## src/hw/srctl_cfg.svh

```systemverilog
`ifndef SRCTL_CFG_SVH
`define SRCTL_CFG_SVH

// Register byte offsets
`define SRCTL_CTRL_OFS       8'h00
`define SRCTL_STAT_OFS       8'h04
`define SRCTL_RCNT_OFS       8'h08

// Control register fields
`define SRCTL_PARK_LSB       0
`define SRCTL_PARK_EN_BIT    3
`define SRCTL_ABORT_BIT      4
`define SRCTL_MODE_LSB       5
`define SRCTL_DLL_ON_BIT     7
`define SRCTL_VREF_OFF_BIT   8
`define SRCTL_CTRL_RST       9'h080

// Bus responses
`define SRCTL_RESP_OK        2'h0
`define SRCTL_RESP_SLVERR    2'h2

// Timing in ns and cycles at the 4 ns system clock
`define SRCTL_CLK_NS         4
`define SRCTL_TRFC_NS        260
`define SRCTL_TXS_EXTRA_NS   10
`define SRCTL_TXS_CYC        ((`SRCTL_TRFC_NS + `SRCTL_TXS_EXTRA_NS + `SRCTL_CLK_NS - 1) / `SRCTL_CLK_NS)
`define SRCTL_TRFC_CYC       ((`SRCTL_TRFC_NS + `SRCTL_CLK_NS - 1) / `SRCTL_CLK_NS)
`define SRCTL_TXS_ABORT_CYC  30
`define SRCTL_LOCKED_DLL_EXIT_DELAY_CYC     768
`define SRCTL_FIRST_REF_CYC  2
`define SRCTL_REF_INT_CYC    1950

`endif

```

## src/hw/srctl_pkg.sv

```systemverilog
package srctl_pkg;
    // Residency states of the device
    typedef enum logic [1:0] {
        SRCTL_IDLE = 2'b00,
        SRCTL_SR   = 2'b01,
        SRCTL_EXIT = 2'b10
    } srctl_state_t;

    // Command/address control pins, all active low except clock enable
    typedef struct packed {
        logic cs_n;
        logic act_n;
        logic ras_n;
        logic cas_n;
        logic we_n;
        logic cke;
    } srctl_cmd_t;

    // Software control fields
    typedef struct packed {
        logic       vref_off;
        logic       dll_on;
        logic [1:0] low_power_self_refresh_select;
        logic       abort_en;
        logic       park_en;
        logic [2:0] parked_termination_value;
    } srctl_ctrl_t;
endpackage

```

## src/hw/srctl_top.sv

```systemverilog
// Function
// - Decode entry: CS RAS CAS CKE low, WE ACT high
// - Entry forces termination off, high impedance
// - Exit restores parked termination when enabled
// - DLL off at entry, reset and on at exit when DLL bit set
// - In residency ignore all but CKE, CS, RESET
// - Data reference stable within exit delay
// - Internal refresh within CKE pulse period
// - Exit on CKE rising with deselect
// - Exit delay equals refresh cycle plus 10ns
// - Abort bit cancels refresh, shortens exit delay
// - Two-bit mode selects self-refresh rate
`include "srctl_cfg.svh"

module srctl_top #(
    parameter int unsigned TXS_CYC       = `SRCTL_TXS_CYC,
    parameter int unsigned TXS_ABORT_CYC = `SRCTL_TXS_ABORT_CYC,
    parameter int unsigned LOCKED_DLL_EXIT_DELAY_CYC    = `SRCTL_LOCKED_DLL_EXIT_DELAY_CYC,
    parameter int unsigned TRFC_CYC      = `SRCTL_TRFC_CYC,
    parameter int unsigned FIRST_REF_CYC = `SRCTL_FIRST_REF_CYC,
    parameter int unsigned REF_INT_CYC   = `SRCTL_REF_INT_CYC
) (
    // Clock and reset
    input  wire  logic                 sys_clk,
    input  wire  logic                 sys_rst,
    // Device pins, asynchronous to sys_clk
    input  wire  srctl_pkg::srctl_cmd_t cmd_pins,
    input  wire  logic                 reset_pin_n,
    input  wire  logic                 temp_hot,
    // Device internal controls
    output logic                       sr_active,
    output logic                       term_hiz,
    output logic [2:0]                 term_park,
    output logic                       dll_enable,
    output logic                       dll_reset,
    output logic                       int_clk_en,
    output logic                       vref_ready,
    output logic                       fast_exit_ok,
    output logic                       dll_exit_ok,
    output logic                       refresh_pulse,
    output logic [1:0]                 refresh_rate,
    // AXI4-Lite slave
    input  wire  logic [7:0]           s_axi_awaddr,
    input  wire  logic                 s_axi_awvalid,
    output logic                       s_axi_awready,
    input  wire  logic [31:0]          s_axi_wdata,
    input  wire  logic [3:0]           s_axi_wstrb,
    input  wire  logic                 s_axi_wvalid,
    output logic                       s_axi_wready,
    output logic [1:0]                 s_axi_bresp,
    output logic                       s_axi_bvalid,
    input  wire  logic                 s_axi_bready,
    input  wire  logic [7:0]           s_axi_araddr,
    input  wire  logic                 s_axi_arvalid,
    output logic                       s_axi_arready,
    output logic [31:0]                s_axi_rdata,
    output logic [1:0]                 s_axi_rresp,
    output logic                       s_axi_rvalid,
    input  wire  logic                 s_axi_rready
);
    import srctl_pkg::*;

    // Two-stage synchronisers on every pin; stage one feeds only stage two
    srctl_cmd_t   cmd_m_q, cmd_s_q;
    logic [1:0]   pin_m_q, pin_s_q;
    logic         cke_prev_q;
    always_ff @(posedge sys_clk) begin
        cmd_m_q    <= cmd_pins;
        cmd_s_q    <= cmd_m_q;
        pin_m_q    <= {reset_pin_n, temp_hot};
        pin_s_q    <= pin_m_q;
        cke_prev_q <= cmd_s_q.cke;
    end

    // Command decode
    logic sre_cmd, srx_cmd, pin_rst;
    assign sre_cmd = ~cmd_s_q.cs_n & ~cmd_s_q.ras_n & ~cmd_s_q.cas_n & ~cmd_s_q.cke
                     & cmd_s_q.we_n & cmd_s_q.act_n;
    assign srx_cmd = cmd_s_q.cke & ~cke_prev_q & cmd_s_q.cs_n;
    assign pin_rst = ~pin_s_q[1];

    // Core state
    srctl_ctrl_t  ctrl_q, ctrl_d;
    srctl_state_t st_q, st_d;
    logic [15:0]  tmr_q, tmr_d, xcnt_q, xcnt_d, rbusy_q, rbusy_d, rcnt_q, rcnt_d;
    logic         hiz_q, hiz_d, dll_q, dll_d, dllr_q, dllr_d, clk_q, clk_d;
    logic         vref_q, vref_d, fx_q, fx_d, dx_q, dx_d, rp_q, rp_d, abort_q, abort_d;
    logic [2:0]   park_q, park_d;
    logic [1:0]   rate_q, rate_d;
    logic [15:0]  xs_lim, rint;

    // Exit delay follows the abort option; the refresh period follows the mode
    always_comb begin
        xs_lim = ctrl_q.abort_en ? 16'(TXS_ABORT_CYC) : 16'(TXS_CYC);
        unique case (rate_q)
            2'b01:   rint = 16'(REF_INT_CYC / 2);
            2'b10:   rint = 16'(REF_INT_CYC * 2);
            default: rint = 16'(REF_INT_CYC);
        endcase
    end

    // Next-state logic of entry, residency and exit
    always_comb begin
        st_d = st_q; tmr_d = tmr_q; xcnt_d = xcnt_q; rbusy_d = rbusy_q; rcnt_d = rcnt_q;
        hiz_d = hiz_q; dll_d = dll_q; dllr_d = 1'b0; clk_d = clk_q; vref_d = vref_q;
        fx_d = fx_q; dx_d = dx_q; rp_d = 1'b0; park_d = park_q; rate_d = rate_q;
        abort_d = 1'b0;
        // Mode is sampled at entry; auto mode tracks temperature
        if (ctrl_q.low_power_self_refresh_select == 2'b11) begin
            rate_d = pin_s_q[0] ? 2'b01 : 2'b00;
        end else if (st_q != SRCTL_SR) begin
            rate_d = ctrl_q.low_power_self_refresh_select;
        end
        // Refresh in flight counts down and then advances the row counter
        if (rbusy_q != 16'h0000) begin
            rbusy_d = rbusy_q - 16'h0001;
            if (rbusy_q == 16'h0001) begin
                rcnt_d = rcnt_q + 16'h0001;
            end
        end
        unique case (st_q)
            SRCTL_IDLE: begin
                if (sre_cmd) begin
                    st_d   = SRCTL_SR;
                    hiz_d  = 1'b1;
                    dll_d  = 1'b0;
                    clk_d  = 1'b0;
                    tmr_d  = 16'(FIRST_REF_CYC);
                    fx_d   = 1'b0;
                    dx_d   = 1'b0;
                    vref_d = ~ctrl_q.vref_off;
                end
            end
            SRCTL_SR: begin
                // Built-in timer: first refresh early, then at the mode rate
                if (tmr_q <= 16'h0001) begin
                    rp_d    = 1'b1;
                    rbusy_d = 16'(TRFC_CYC);
                    tmr_d   = rint;
                end else begin
                    tmr_d = tmr_q - 16'h0001;
                end
                // Only clock enable and chip select are looked at here
                if (srx_cmd) begin
                    st_d   = SRCTL_EXIT;
                    xcnt_d = 16'h0000;
                    clk_d  = 1'b1;
                    dllr_d = ctrl_q.dll_on;
                    dll_d  = ctrl_q.dll_on;
                    hiz_d  = 1'b0;
                    park_d = ctrl_q.park_en ? ctrl_q.parked_termination_value : 3'h0;
                    if (ctrl_q.abort_en && rbusy_q != 16'h0000) begin
                        rbusy_d = 16'h0000;
                        rcnt_d  = rcnt_q; // cut refresh is never counted
                        abort_d = 1'b1;
                    end
                end
            end
            SRCTL_EXIT: begin
                xcnt_d = xcnt_q + 16'h0001;
                if (xcnt_d == xs_lim) begin
                    fx_d   = 1'b1;
                    vref_d = 1'b1;
                end
                if (xcnt_d == 16'(LOCKED_DLL_EXIT_DELAY_CYC)) begin
                    dx_d = 1'b1;
                    st_d = SRCTL_IDLE;
                end
                // Re-entry is legal once the fast exit delay has run
                if (fx_q && sre_cmd) begin
                    st_d  = SRCTL_SR;
                    hiz_d = 1'b1;
                    dll_d = 1'b0;
                    clk_d = 1'b0;
                    tmr_d = 16'(FIRST_REF_CYC);
                    fx_d  = 1'b0;
                    dx_d  = 1'b0;
                    vref_d = ~ctrl_q.vref_off;
                end
            end
            default: st_d = SRCTL_IDLE;
        endcase
        // Reset pin overrides state, termination, DLL, internal clock and any refresh in flight
        if (pin_rst) begin
            st_d = SRCTL_IDLE; hiz_d = 1'b0; dll_d = 1'b0; clk_d = 1'b1; rbusy_d = 16'h0000;
        end
    end

    always_ff @(posedge sys_clk) begin
        if (sys_rst) begin
            st_q <= SRCTL_IDLE; tmr_q <= 16'h0000; xcnt_q <= 16'h0000; rbusy_q <= 16'h0000;
            rcnt_q <= 16'h0000; hiz_q <= 1'b0; dll_q <= 1'b0; dllr_q <= 1'b0; clk_q <= 1'b1;
            vref_q <= 1'b1; fx_q <= 1'b1; dx_q <= 1'b1; rp_q <= 1'b0; park_q <= 3'h0;
            rate_q <= 2'b00; abort_q <= 1'b0;
        end else begin
            st_q <= st_d; tmr_q <= tmr_d; xcnt_q <= xcnt_d; rbusy_q <= rbusy_d;
            rcnt_q <= rcnt_d; hiz_q <= hiz_d; dll_q <= dll_d; dllr_q <= dllr_d; clk_q <= clk_d;
            vref_q <= vref_d; fx_q <= fx_d; dx_q <= dx_d; rp_q <= rp_d; park_q <= park_d;
            rate_q <= rate_d; abort_q <= abort_d;
        end
    end

    assign sr_active = (st_q == SRCTL_SR);
    assign term_hiz = hiz_q; assign term_park = park_q; assign dll_enable = dll_q;
    assign dll_reset = dllr_q; assign int_clk_en = clk_q; assign vref_ready = vref_q;
    assign fast_exit_ok = fx_q; assign dll_exit_ok = dx_q; assign refresh_pulse = rp_q;
    assign refresh_rate = rate_q;

    // AXI4-Lite slave; address and data may arrive in either order
    logic        awh_q, awh_d, wh_q, wh_d, bv_q, bv_d, rv_q, rv_d;
    logic [7:0]  awa_q, awa_d;
    logic [31:0] wd_q, wd_d, rd_q, rd_d;
    logic [3:0]  ws_q, ws_d;
    logic [1:0]  br_q, br_d, rr_q, rr_d;
    always_comb begin
        awh_d = awh_q; wh_d = wh_q; bv_d = bv_q; rv_d = rv_q; awa_d = awa_q; wd_d = wd_q;
        ws_d = ws_q; br_d = br_q; rr_d = rr_q; rd_d = rd_q; ctrl_d = ctrl_q;
        if (s_axi_awvalid && !awh_q && !bv_q) begin
            awh_d = 1'b1; awa_d = s_axi_awaddr;
        end
        if (s_axi_wvalid && !wh_q && !bv_q) begin
            wh_d = 1'b1; wd_d = s_axi_wdata; ws_d = s_axi_wstrb;
        end
        if (awh_q && wh_q) begin
            awh_d = 1'b0; wh_d = 1'b0; bv_d = 1'b1;
            br_d  = `SRCTL_RESP_OK;
            if (awa_q[7:2] == 6'(`SRCTL_CTRL_OFS >> 2)) begin
                if (ws_q[0]) ctrl_d[7:0] = wd_q[7:0];
                if (ws_q[1]) ctrl_d[8] = wd_q[8];
            end else if (awa_q[7:2] != 6'(`SRCTL_STAT_OFS >> 2) && awa_q[7:2] != 6'(`SRCTL_RCNT_OFS >> 2)) begin
                br_d = `SRCTL_RESP_SLVERR;
            end
        end
        if (bv_q && s_axi_bready) bv_d = 1'b0;
        if (rv_q && s_axi_rready) rv_d = 1'b0;
        if (s_axi_arvalid && !rv_q) begin
            rv_d = 1'b1; rr_d = `SRCTL_RESP_OK; rd_d = 32'h0;
            unique case (s_axi_araddr[7:2])
                6'(`SRCTL_CTRL_OFS >> 2): rd_d = {23'h0, ctrl_q};
                6'(`SRCTL_STAT_OFS >> 2): rd_d = {22'h0, abort_q, vref_q, dx_q, fx_q, dll_q, hiz_q, rate_q, st_q};
                6'(`SRCTL_RCNT_OFS >> 2): rd_d = {16'h0, rcnt_q};
                default:                  rr_d = `SRCTL_RESP_SLVERR;
            endcase
        end
    end

    always_ff @(posedge sys_clk) begin
        if (sys_rst) begin
            awh_q <= 1'b0; wh_q <= 1'b0; bv_q <= 1'b0; rv_q <= 1'b0; awa_q <= 8'h00;
            wd_q <= 32'h0; ws_q <= 4'h0; br_q <= 2'h0; rr_q <= 2'h0; rd_q <= 32'h0;
            ctrl_q <= `SRCTL_CTRL_RST;
        end else begin
            awh_q <= awh_d; wh_q <= wh_d; bv_q <= bv_d; rv_q <= rv_d; awa_q <= awa_d;
            wd_q <= wd_d; ws_q <= ws_d; br_q <= br_d; rr_q <= rr_d; rd_q <= rd_d;
            ctrl_q <= ctrl_d;
        end
    end

    assign s_axi_awready = ~awh_q & ~bv_q; assign s_axi_wready = ~wh_q & ~bv_q;
    assign s_axi_bvalid = bv_q; assign s_axi_bresp = br_q;
    assign s_axi_arready = ~rv_q; assign s_axi_rvalid = rv_q;
    assign s_axi_rdata = rd_q; assign s_axi_rresp = rr_q;

    // Helper: cycles spent in residency, for the first-refresh bound
    logic [15:0] sr_cyc_q;
    logic        ref_seen_q;
    always_ff @(posedge sys_clk) begin
        if (sys_rst || st_q != SRCTL_SR) begin
            sr_cyc_q <= 16'h0000; ref_seen_q <= 1'b0;
        end else begin
            sr_cyc_q <= sr_cyc_q + 16'h0001; ref_seen_q <= ref_seen_q | rp_q;
        end
    end
endmodule // srctl_top
```

## config.mk

```make
export PLATFORM = sky130hd
export DESIGN_NAME = srctl_top
export DESIGN_NICKNAME = d
export VERILOG_FILES = /design/src/hw/srctl_pkg.sv /design/src/hw/srctl_top.sv
export VERILOG_INCLUDE_DIRS = /design/src /design/src/hw
export SDC_FILE = /design/constraint.sdc
export NUM_CORES = 1
export LEC_CHECK = 0
export BUFFER_PORTS_ARGS = -buffer_cell sky130_fd_sc_hd__clkbuf_2
export CORE_ASPECT_RATIO = 0.7
export CORE_MARGIN = 2
export CORE_UTILIZATION = 25
export DETAILED_ROUTE_END_ITERATION = 6
export SETUP_SLACK_MARGIN = 0.05
export SLEW_MARGIN = 15
export SYNTH_ARGS = -nofsm -noshare
export SYNTH_HDL_FRONTEND = slang
export SYNTH_SLANG_ARGS = --single-unit
```

## constraint.sdc

```tcl
create_clock -name sys_clk -period 3.3 [get_ports sys_clk]
set_clock_uncertainty 0.05 [all_clocks]
set_input_delay 0.33 -clock sys_clk [delete_from_list [all_inputs] [get_ports sys_clk]]
set_output_delay 0.33 -clock sys_clk [all_outputs]
set_load 0.02 [all_outputs]
```

==> results of run 1 <==
where the power goes:
group	internal, mW	total [mW]	switching [mW]
Sequential	1.87	1.99	0.124
Clock	1.27	2.08	0.809
Combinational	0.482	1.15	0.664
Total	3.62	5.22	1.60
placed cells by master (no fill, tap or decap), types with 6 or more instances in the layout:
cell / instances
dfxtp_1: 145
nor2_1: 105
nand2_1: 90
clkbuf_2: 73
a21oi_1: 58
nand3_1: 37
o21ai_0: 35
xor2_1: 22
xnor2_1: 18
a22oi_1: 18
conb_1: 18
clkbuf_16: 17
nor3_1: 16
mux2i_1: 15
nor4_1: 12
buf_4: 12
inv_1: 10
a31oi_1: 10
nor2_2: 10
nand4_1: 9
ha_1: 8
dlygate4sd3_1: 8
nand2b_1: 7
or3_1: 7
or4_1: 7
and3_1: 7
o21ai_1: 7
a211oi_1: 7
nor2b_1: 6
and4_1: 6
per-stage QoR:
| step | hold WS [ns] | instances | instance area, µm² | setup WS [ns] |
|---|---|---|---|---|
| 4_1_cts | 0.00543 | 1236 | 8040 | 0.641 |
| 3_5_place_dp | 0.264 | 1197 | 7330 | 0.672 |
| 3_3_place_gp | 0.263 | 1197 | 7330 | 0.697 |
| 6_report | 0.0333 | 1236 | 8040 | 0.613 |
| 5_1_grt | 0.0143 | 1236 | 8040 | 0.429 |
| 2_1_floorplan | 0.260 | 814 | 6760 | 0.941 |
worst max-delay path, stage by stage, from the launching register on:
cell       delay [ns]
dfxtp_1          0.49
ha_1             0.43
inv_1            0.15
or3_4            0.40
a221o_1          0.40
a2111oi_4        0.37
nand3_1          0.13
o31ai_2          0.18
sequential cells by signal, summed over array words and instances, names as in the netlist, 3 cells and up:
name,flops
awa_q,6
cmd_m_q,6
cmd_s_q,6
ctrl_q,9
rbusy_q,16
rcnt_q,16
s_axi_rdata,16
term_park,3
tmr_q,16
wd_q,9
xcnt_q,16
what timing repair did:
item                                   4_1_cts  5_1_grt
hold buffers                                 8        0
setup endpoints to repair                    0        0
endpoints found under the hold margin        8        0
layer usage:
layer | wire length (µm) | share of wire, % | GRT usage, % | vias to the layer above
met5 | 0 | 0 | 0 | -
met4 | 160 | 0.93 | 3.74 | 0
met3 | 1120 | 6.5 | 4.40 | 11
met2 | 6700 | 39 | 16.2 | 130
met1 | 9230 | 54 | 19.4 | 2673
li1 | - | - | - | 2879
path summary, 6_finish.rpt:
path                     start      endpoint  slack [ns]  depth (start not counted)
setup / recovery     xcnt_q[0]  fast_exit_ok        0.61                          7
setup reg to reg     xcnt_q[0]  fast_exit_ok        0.61                          7
hold / removal    s_axi_rready  s_axi_rvalid        0.03                          2
hold reg to reg     cmd_m_q[5]    cmd_s_q[5]        0.28                          0
cell families (layout without fill, tap and decap cells):
family / count (synthesis) / after routing
other: 1 / 18
flip-flops: 145 / 145
adder cells (fa/ha/maj): 8 / 8
buffers and inverters: 77 / 135
AND/OR/NAND/NOR: 348 / 348
multiplexers: 17 / 17
XOR/XNOR: 41 / 41
AO/OA/AOI/OAI: 160 / 160
layout make-up:
| type | count | area share, % |
|---|---|---|
| multi-input cells | 592 | 43.3 |
| well taps | 364 | 5.67 |
| repair buffers | 93 | 6.66 |
| clock inverters | 14 | 2.51 |
| inverters | 11 | 0.514 |
| flip-flops and latches | 145 | 36.1 |
| clock buffers | 17 | 5.29 |
==> metrics.txt, run 1 <==
# TYPE chip_impl_metric gauge
chip_impl_metric{name="max_clock_freq",unit="MHz"} 372
chip_impl_metric{name="buffer_ports.inserted",unit=""} 74
chip_impl_metric{name="register_area",unit="mm²"} 0.00290
chip_impl_metric{name="synth_top_area_share",unit="%"} 43.4
chip_impl_metric{name="finalCritPeriodShare",unit="%"} 81.4
chip_impl_metric{name="grt_first_pass_wirelength",unit="mm"} 27.8
chip_impl_metric{name="first_global_vias",unit=""} 5139
chip_impl_metric{name="die-area",unit="mm²"} 0.0281
chip_impl_metric{name="setup_viol_count_final",unit=""} 0
chip_impl_metric{name="global_route.usage.total",unit="%"} 12.7
chip_impl_info{name="timing.critical_path.to_type",value="flip-flop"} 1
chip_impl_metric{name="hold_violations",unit=""} 0
chip_impl_metric{name="synth_edf_count",unit=""} 0
chip_impl_metric{name="cts.sinks",unit=""} 145
chip_impl_metric{name="period_minus_slack",unit="ns"} 2.69
chip_impl_info{name="synth_most_common_cell",value="dfxtp_1"} 1
chip_impl_metric{name="core.rowCount",unit=""} 50
chip_impl_info{name="rsz0062_at_grt",value="no"} 1
chip_impl_metric{name="final_core_util",unit="%"} 30.3
chip_impl_metric{name="initial_utilization",unit="%"} 25.2
chip_impl_metric{name="layout-area-overhead-vs-synth",unit="%"} 20.1
chip_impl_metric{name="cts_setup_buffers",unit=""} 0
chip_impl_metric{name="core-area",unit="mm²"} 0.0265
chip_impl_info{name="synth_commonest_cells",value="dfxtp_1 (145), nor2_1 (105), nand2_1 (90)"} 1
chip_impl_metric{name="dpl.hpwl",unit="mm"} 12.3
chip_impl_metric{name="route.detailed.drc",unit=""} 0
chip_impl_metric{name="gp_congestion",unit=""} 0.831
chip_impl_metric{name="total_gr_overflow",unit=""} 0
chip_impl_metric{name="drt_wl_total",unit="mm"} 17.2
chip_impl_metric{name="grt_antenna_before_repair",unit=""} 0
chip_impl_metric{name="relSlewSlack",unit="%"} 51.0
chip_impl_info{name="yosysTopAreaCell",value="dfxtp_1"} 1
chip_impl_metric{name="post_synth_inst_count",unit=""} 797
chip_impl_metric{name="final_antenna_net_count",unit=""} 0
chip_impl_metric{name="synth_xor_xnor_area_share",unit="%"} 5.48
chip_impl_info{name="crit_type",value="reg -> reg"} 1
chip_impl_metric{name="critical_path_arrival",unit="ns"} 2.98
chip_impl_metric{name="critPathRequiredTime",unit="ns"} 3.59
chip_impl_metric{name="synth_compound_area_share",unit="%"} 14.7
chip_impl_metric{name="routedWlPerCell",unit="µm"} 13.9
chip_impl_metric{name="ios",unit=""} 122
chip_impl_metric{name="grt_max_degree",unit=""} 66
chip_impl_metric{name="fill_cells",unit=""} 2865
chip_impl_info{name="cts_tree",value="yes"} 1
chip_impl_metric{name="first_pass_iters",unit=""} 4
chip_impl_metric{name="synth.distinct_cells",unit=""} 69
chip_impl_metric{name="clkSlewWorstSetupHoldPaths",unit="ns"} 0.06
chip_impl_metric{name="detailroute.via_count",unit=""} 5693
chip_impl_info{name="ctsRootBufferMaster",value="clkbuf_16"} 1
chip_impl_metric{name="power_density",unit="mW/mm²"} 649
chip_impl_metric{name="ctsLongestPathBuffers",unit=""} 2
chip_impl_metric{name="report.final.slew_viol_count",unit=""} 0
chip_impl_metric{name="cts_htree_levels",unit=""} 4
chip_impl_metric{name="synthAdderAreaFrac",unit="%"} 1.50
chip_impl_metric{name="synthesis.yosys.warnings",unit=""} 0
chip_impl_metric{name="floorplan.die.width",unit="µm"} 200
chip_impl_metric{name="synth_simple_gate_area_share",unit="%"} 26.7
chip_impl_metric{name="cap_violations",unit=""} 0
chip_impl_info{name="post_synth_main_area_contributors",value="dfxtp_1 (43%), nor2_1 (5.9%), nand2_1 (5.0%)"} 1
chip_impl_metric{name="critical_path.max_fanout",unit=""} 11
chip_impl_metric{name="setup_tns",unit="ns"} 0
chip_impl_metric{name="detail_route.vias_per_cell",unit=""} 4.61
chip_impl_metric{name="leakage_power_total",unit="nW"} 3.05
chip_impl_metric{name="async_flop_share",unit="%"} 0
chip_impl_metric{name="ys_seq_area_share",unit="%"} 43.4
chip_impl_info{name="synth_flop_cell",value="dfxtp_1"} 1
chip_impl_info{name="hp-class",value="in -> reg"} 1
chip_impl_metric{name="irDropWorstVdd",unit="µV"} 346
chip_impl_metric{name="worstMarginPinSlew",unit="ns"} 0.733
chip_impl_metric{name="syn-cell-area",unit="mm²"} 0.00669
chip_impl_info{name="setup.worst_path.start_class",value="flip-flop"} 1
chip_impl_metric{name="cts.repair.resized",unit=""} 0
chip_impl_metric{name="synth_area_per_cell",unit="µm²"} 8.40
chip_impl_metric{name="die_height",unit="µm"} 141
chip_impl_metric{name="worstSkewPairLatency",unit="ns"} 0.43
chip_impl_metric{name="fin_nets",unit=""} 935
chip_impl_metric{name="synth.mux.area_fraction",unit="%"} 2.58
chip_impl_metric{name="multi_input_area",unit="mm²"} 0.00348
chip_impl_info{name="status",value="completed"} 1
chip_impl_info{name="synth_top_family_by_area",value="simple AND/OR/NAND/NOR gates"} 1
chip_impl_metric{name="layout-drive-gt1-share",unit="%"} 16.9
chip_impl_metric{name="detail_route.iter0.violations",unit=""} 477
chip_impl_metric{name="finalPower",unit="mW"} 5.22
chip_impl_metric{name="numCtsBuffers",unit=""} 17
chip_impl_metric{name="synth-seq-cells",unit=""} 145
chip_impl_metric{name="num_antenna_cells",unit=""} 0
(Power assumes the default switching activity.)
==> run 2: changes to the inputs <==
clock period = 2.3 ns   (was 3.3 ns; I/O delays follow)
==> run 2 against run 1 <==
Net effect:
- worst setup slack got worse by 0.56 ns
- maximum frequency rose by 20%
- via count rose by 5.6%
- critical path depth did not move
- global-route usage rose by 0.25 points
- utilization rose by 2.6 points
- final area rose by 8.7%
- register-to-register slack got worse by 0.56 ns
- total power rose by 45%
- first-iteration DRC count fell by 24%
- critical path type unchanged
- critical endpoint unchanged
- largest cell class unchanged
- largest power group is now registers
- highest routed layer unchanged
==> metrics.txt, run 2 (same netlist as run 1, synthesis figures left out) <==
# TYPE chip_impl_metric gauge
chip_impl_metric{name="buffer_ports.inserted",unit=""} 74
chip_impl_metric{name="finalCritPeriodShare",unit="%"} 97.8
chip_impl_info{name="ctsRootBufferMaster",value="clkbuf_16"} 1
chip_impl_metric{name="fin_area",unit="mm²"} 0.00874
chip_impl_metric{name="register_area",unit="mm²"} 0.00291
chip_impl_metric{name="setup_viol_count_final",unit=""} 0
chip_impl_metric{name="layout-drive-gt1-share",unit="%"} 24.0
chip_impl_metric{name="finalPower",unit="mW"} 7.54
chip_impl_info{name="min-delay-start",value="s_axi_awaddr[6]"} 1
chip_impl_metric{name="layout-area-overhead-vs-synth",unit="%"} 30.6
chip_impl_metric{name="first_pass_iters",unit=""} 5
chip_impl_metric{name="grt_antenna_before_repair",unit=""} 0
chip_impl_metric{name="critical_path.max_fanout",unit=""} 3
chip_impl_metric{name="timing.reg2reg.setup_slack",unit="ns"} 0.05
chip_impl_info{name="timing.critical_path.to_type",value="flip-flop"} 1
chip_impl_metric{name="final_antenna_net_count",unit=""} 0
chip_impl_metric{name="critPathRequiredTime",unit="ns"} 2.60
chip_impl_metric{name="hold_violations",unit=""} 0
chip_impl_metric{name="route.detailed.drc",unit=""} 0
chip_impl_info{name="r2r_start",value="xcnt_q[0]"} 1
chip_impl_metric{name="ios",unit=""} 122
chip_impl_metric{name="core-area",unit="mm²"} 0.0265
chip_impl_metric{name="worstSkewPairLatency",unit="ns"} 0.43
chip_impl_info{name="rsz0062_at_grt",value="yes"} 1
chip_impl_metric{name="initial_utilization",unit="%"} 25.2
chip_impl_metric{name="irDropWorstVdd",unit="µV"} 518
chip_impl_metric{name="dpl.hpwl",unit="mm"} 13.1
chip_impl_info{name="status",value="completed"} 1
chip_impl_metric{name="fin_nets",unit=""} 1013
chip_impl_metric{name="die_height",unit="µm"} 141
chip_impl_info{name="most_common_library_cell_in_the_layout_ignoring_fill_and_taps",value="dfxtp_1"} 1
chip_impl_metric{name="holdPathStages",unit=""} 3
chip_impl_metric{name="first_global_vias",unit=""} 5259
chip_impl_metric{name="cts.sinks",unit=""} 145
chip_impl_metric{name="ctsLongestPathBuffers",unit=""} 2
chip_impl_metric{name="die-area",unit="mm²"} 0.0281
chip_impl_metric{name="power_density",unit="mW/mm²"} 863
chip_impl_metric{name="post_dp_cell_area",unit="mm²"} 0.00777
chip_impl_metric{name="total_gr_overflow",unit=""} 0
chip_impl_metric{name="gp_congestion",unit=""} 0.826
chip_impl_metric{name="critical_path_arrival",unit="ns"} 2.54
chip_impl_metric{name="hold-worst-slack",unit="ns"} 0.0258
chip_impl_metric{name="grt_max_degree",unit=""} 42
chip_impl_metric{name="reg2regPathDepth",unit=""} 7
chip_impl_info{name="setup.worst_path.start_class",value="flip-flop"} 1
chip_impl_metric{name="max_clock_freq",unit="MHz"} 445
chip_impl_metric{name="final_core_util",unit="%"} 32.9
chip_impl_info{name="timing.hold.worst_endpoint",value="awa_q[6]"} 1
chip_impl_metric{name="finalWorstSetupSlack",unit="ns"} 0.0517
chip_impl_metric{name="grt_first_pass_wirelength",unit="mm"} 28.3
chip_impl_metric{name="num_antenna_cells",unit=""} 0
chip_impl_metric{name="detailroute.via_count",unit=""} 6012
chip_impl_metric{name="cap_violations",unit=""} 0
chip_impl_metric{name="core.rowCount",unit=""} 50
chip_impl_info{name="worst_r2r_endpoint",value="fast_exit_ok"} 1
chip_impl_metric{name="leakage_power_total",unit="nW"} 3.43
chip_impl_metric{name="detail_route.iter0.violations",unit=""} 363
chip_impl_metric{name="routedWlPerCell",unit="µm"} 13.6
chip_impl_info{name="cts_tree",value="yes"} 1
chip_impl_info{name="most-common-layout-cells",value="dfxtp_1 (140), nor2_1 (104), nand2_1 (90)"} 1
chip_impl_metric{name="numCtsBuffers",unit=""} 17
chip_impl_metric{name="drt_wl_total",unit="mm"} 17.9
chip_impl_metric{name="period_minus_slack",unit="ns"} 2.25
chip_impl_metric{name="clkSlewWorstSetupHoldPaths",unit="ns"} 0.07
chip_impl_metric{name="cts_htree_levels",unit=""} 4
chip_impl_metric{name="floorplan.die.width",unit="µm"} 200
chip_impl_metric{name="multi_input_area",unit="mm²"} 0.00357
chip_impl_metric{name="global_route.usage.total",unit="%"} 12.9
chip_impl_info{name="hp-class",value="in -> reg"} 1
chip_impl_metric{name="detail_route.vias_per_cell",unit=""} 4.57
chip_impl_metric{name="pre_cts_slack",unit="ns"} -0.0358
chip_impl_info{name="crit_type",value="reg -> reg"} 1
chip_impl_metric{name="fill_cells",unit=""} 2821
chip_impl_metric{name="report.final.slew_viol_count",unit=""} 0
run 2: per-layer routing:
layer	vias up	wire length, µm	track usage (%)
met2	143	7270	17.3
met3	8	1120	4.09
li1	3051	-	-
met4	0	82	2.57
met1	2810	9470	19.9
met5	-	0	0
run 2: final cells by class:
cell class | count | area share [%]
clock buffers | 17 | 4.87
well taps | 364 | 5.21
flip-flops and latches | 145 | 33.3
multi-input cells | 592 | 40.9
inverters | 11 | 0.501
repair buffers | 171 | 13.8
clock inverters | 15 | 1.42
run 2: how the worst max path moves through the flow:
stage	slack (ns)	end	startpoint	cells after the start
floorplan	0.07	rcnt_q[12]	rbusy_q[0]	8
global placement	-0.04	rcnt_q[13]	rbusy_q[0]	8
detailed placement	-0.04	rcnt_q[13]	rbusy_q[1]	8
CTS	0.05	fast_exit_ok	xcnt_q[0]	7
global route	-0.04	rcnt_q[11]	rbusy_q[1]	8
finish	0.05	fast_exit_ok	xcnt_q[0]	7
run 2: power breakdown:
group          total, mW  internal, mW  switching [mW]
Clock               2.61          1.41            1.20
Combinational       2.08         0.974            1.11
Sequential          2.85          2.68           0.165
Total               7.54          5.06            2.48
run 2: what timing repair did:
item,4_1_cts,5_1_grt
setup endpoints to repair,11,40
pin swaps,8,15
cloned,0,0
resized for setup,8,22
setup buffers,1,4
endpoints found under the hold margin,25,0
hold buffers,26,0
run 2: through the flow:
| step | std cells | setup TNS (ns) |
|---|---|---|
| 5_1_grt | 1315 | -0.145 |
| 6_report | 1315 | 0 |
| 3_3_place_gp | 1252 | -0.0356 |
| 2_1_floorplan | 814 | 0 |
| 3_5_place_dp | 1252 | -0.0777 |
| 4_1_cts | 1311 | 0 |
run 2: worst max-delay path, cell delays in order (launching register included):
cell and delay (ns):
dfxtp_2 0.32, ha_2 0.20, and3_4 0.18, or4_4 0.41, a221o_1 0.35, a2111oi_4 0.33, nand3_1 0.14, o31ai_2 0.19
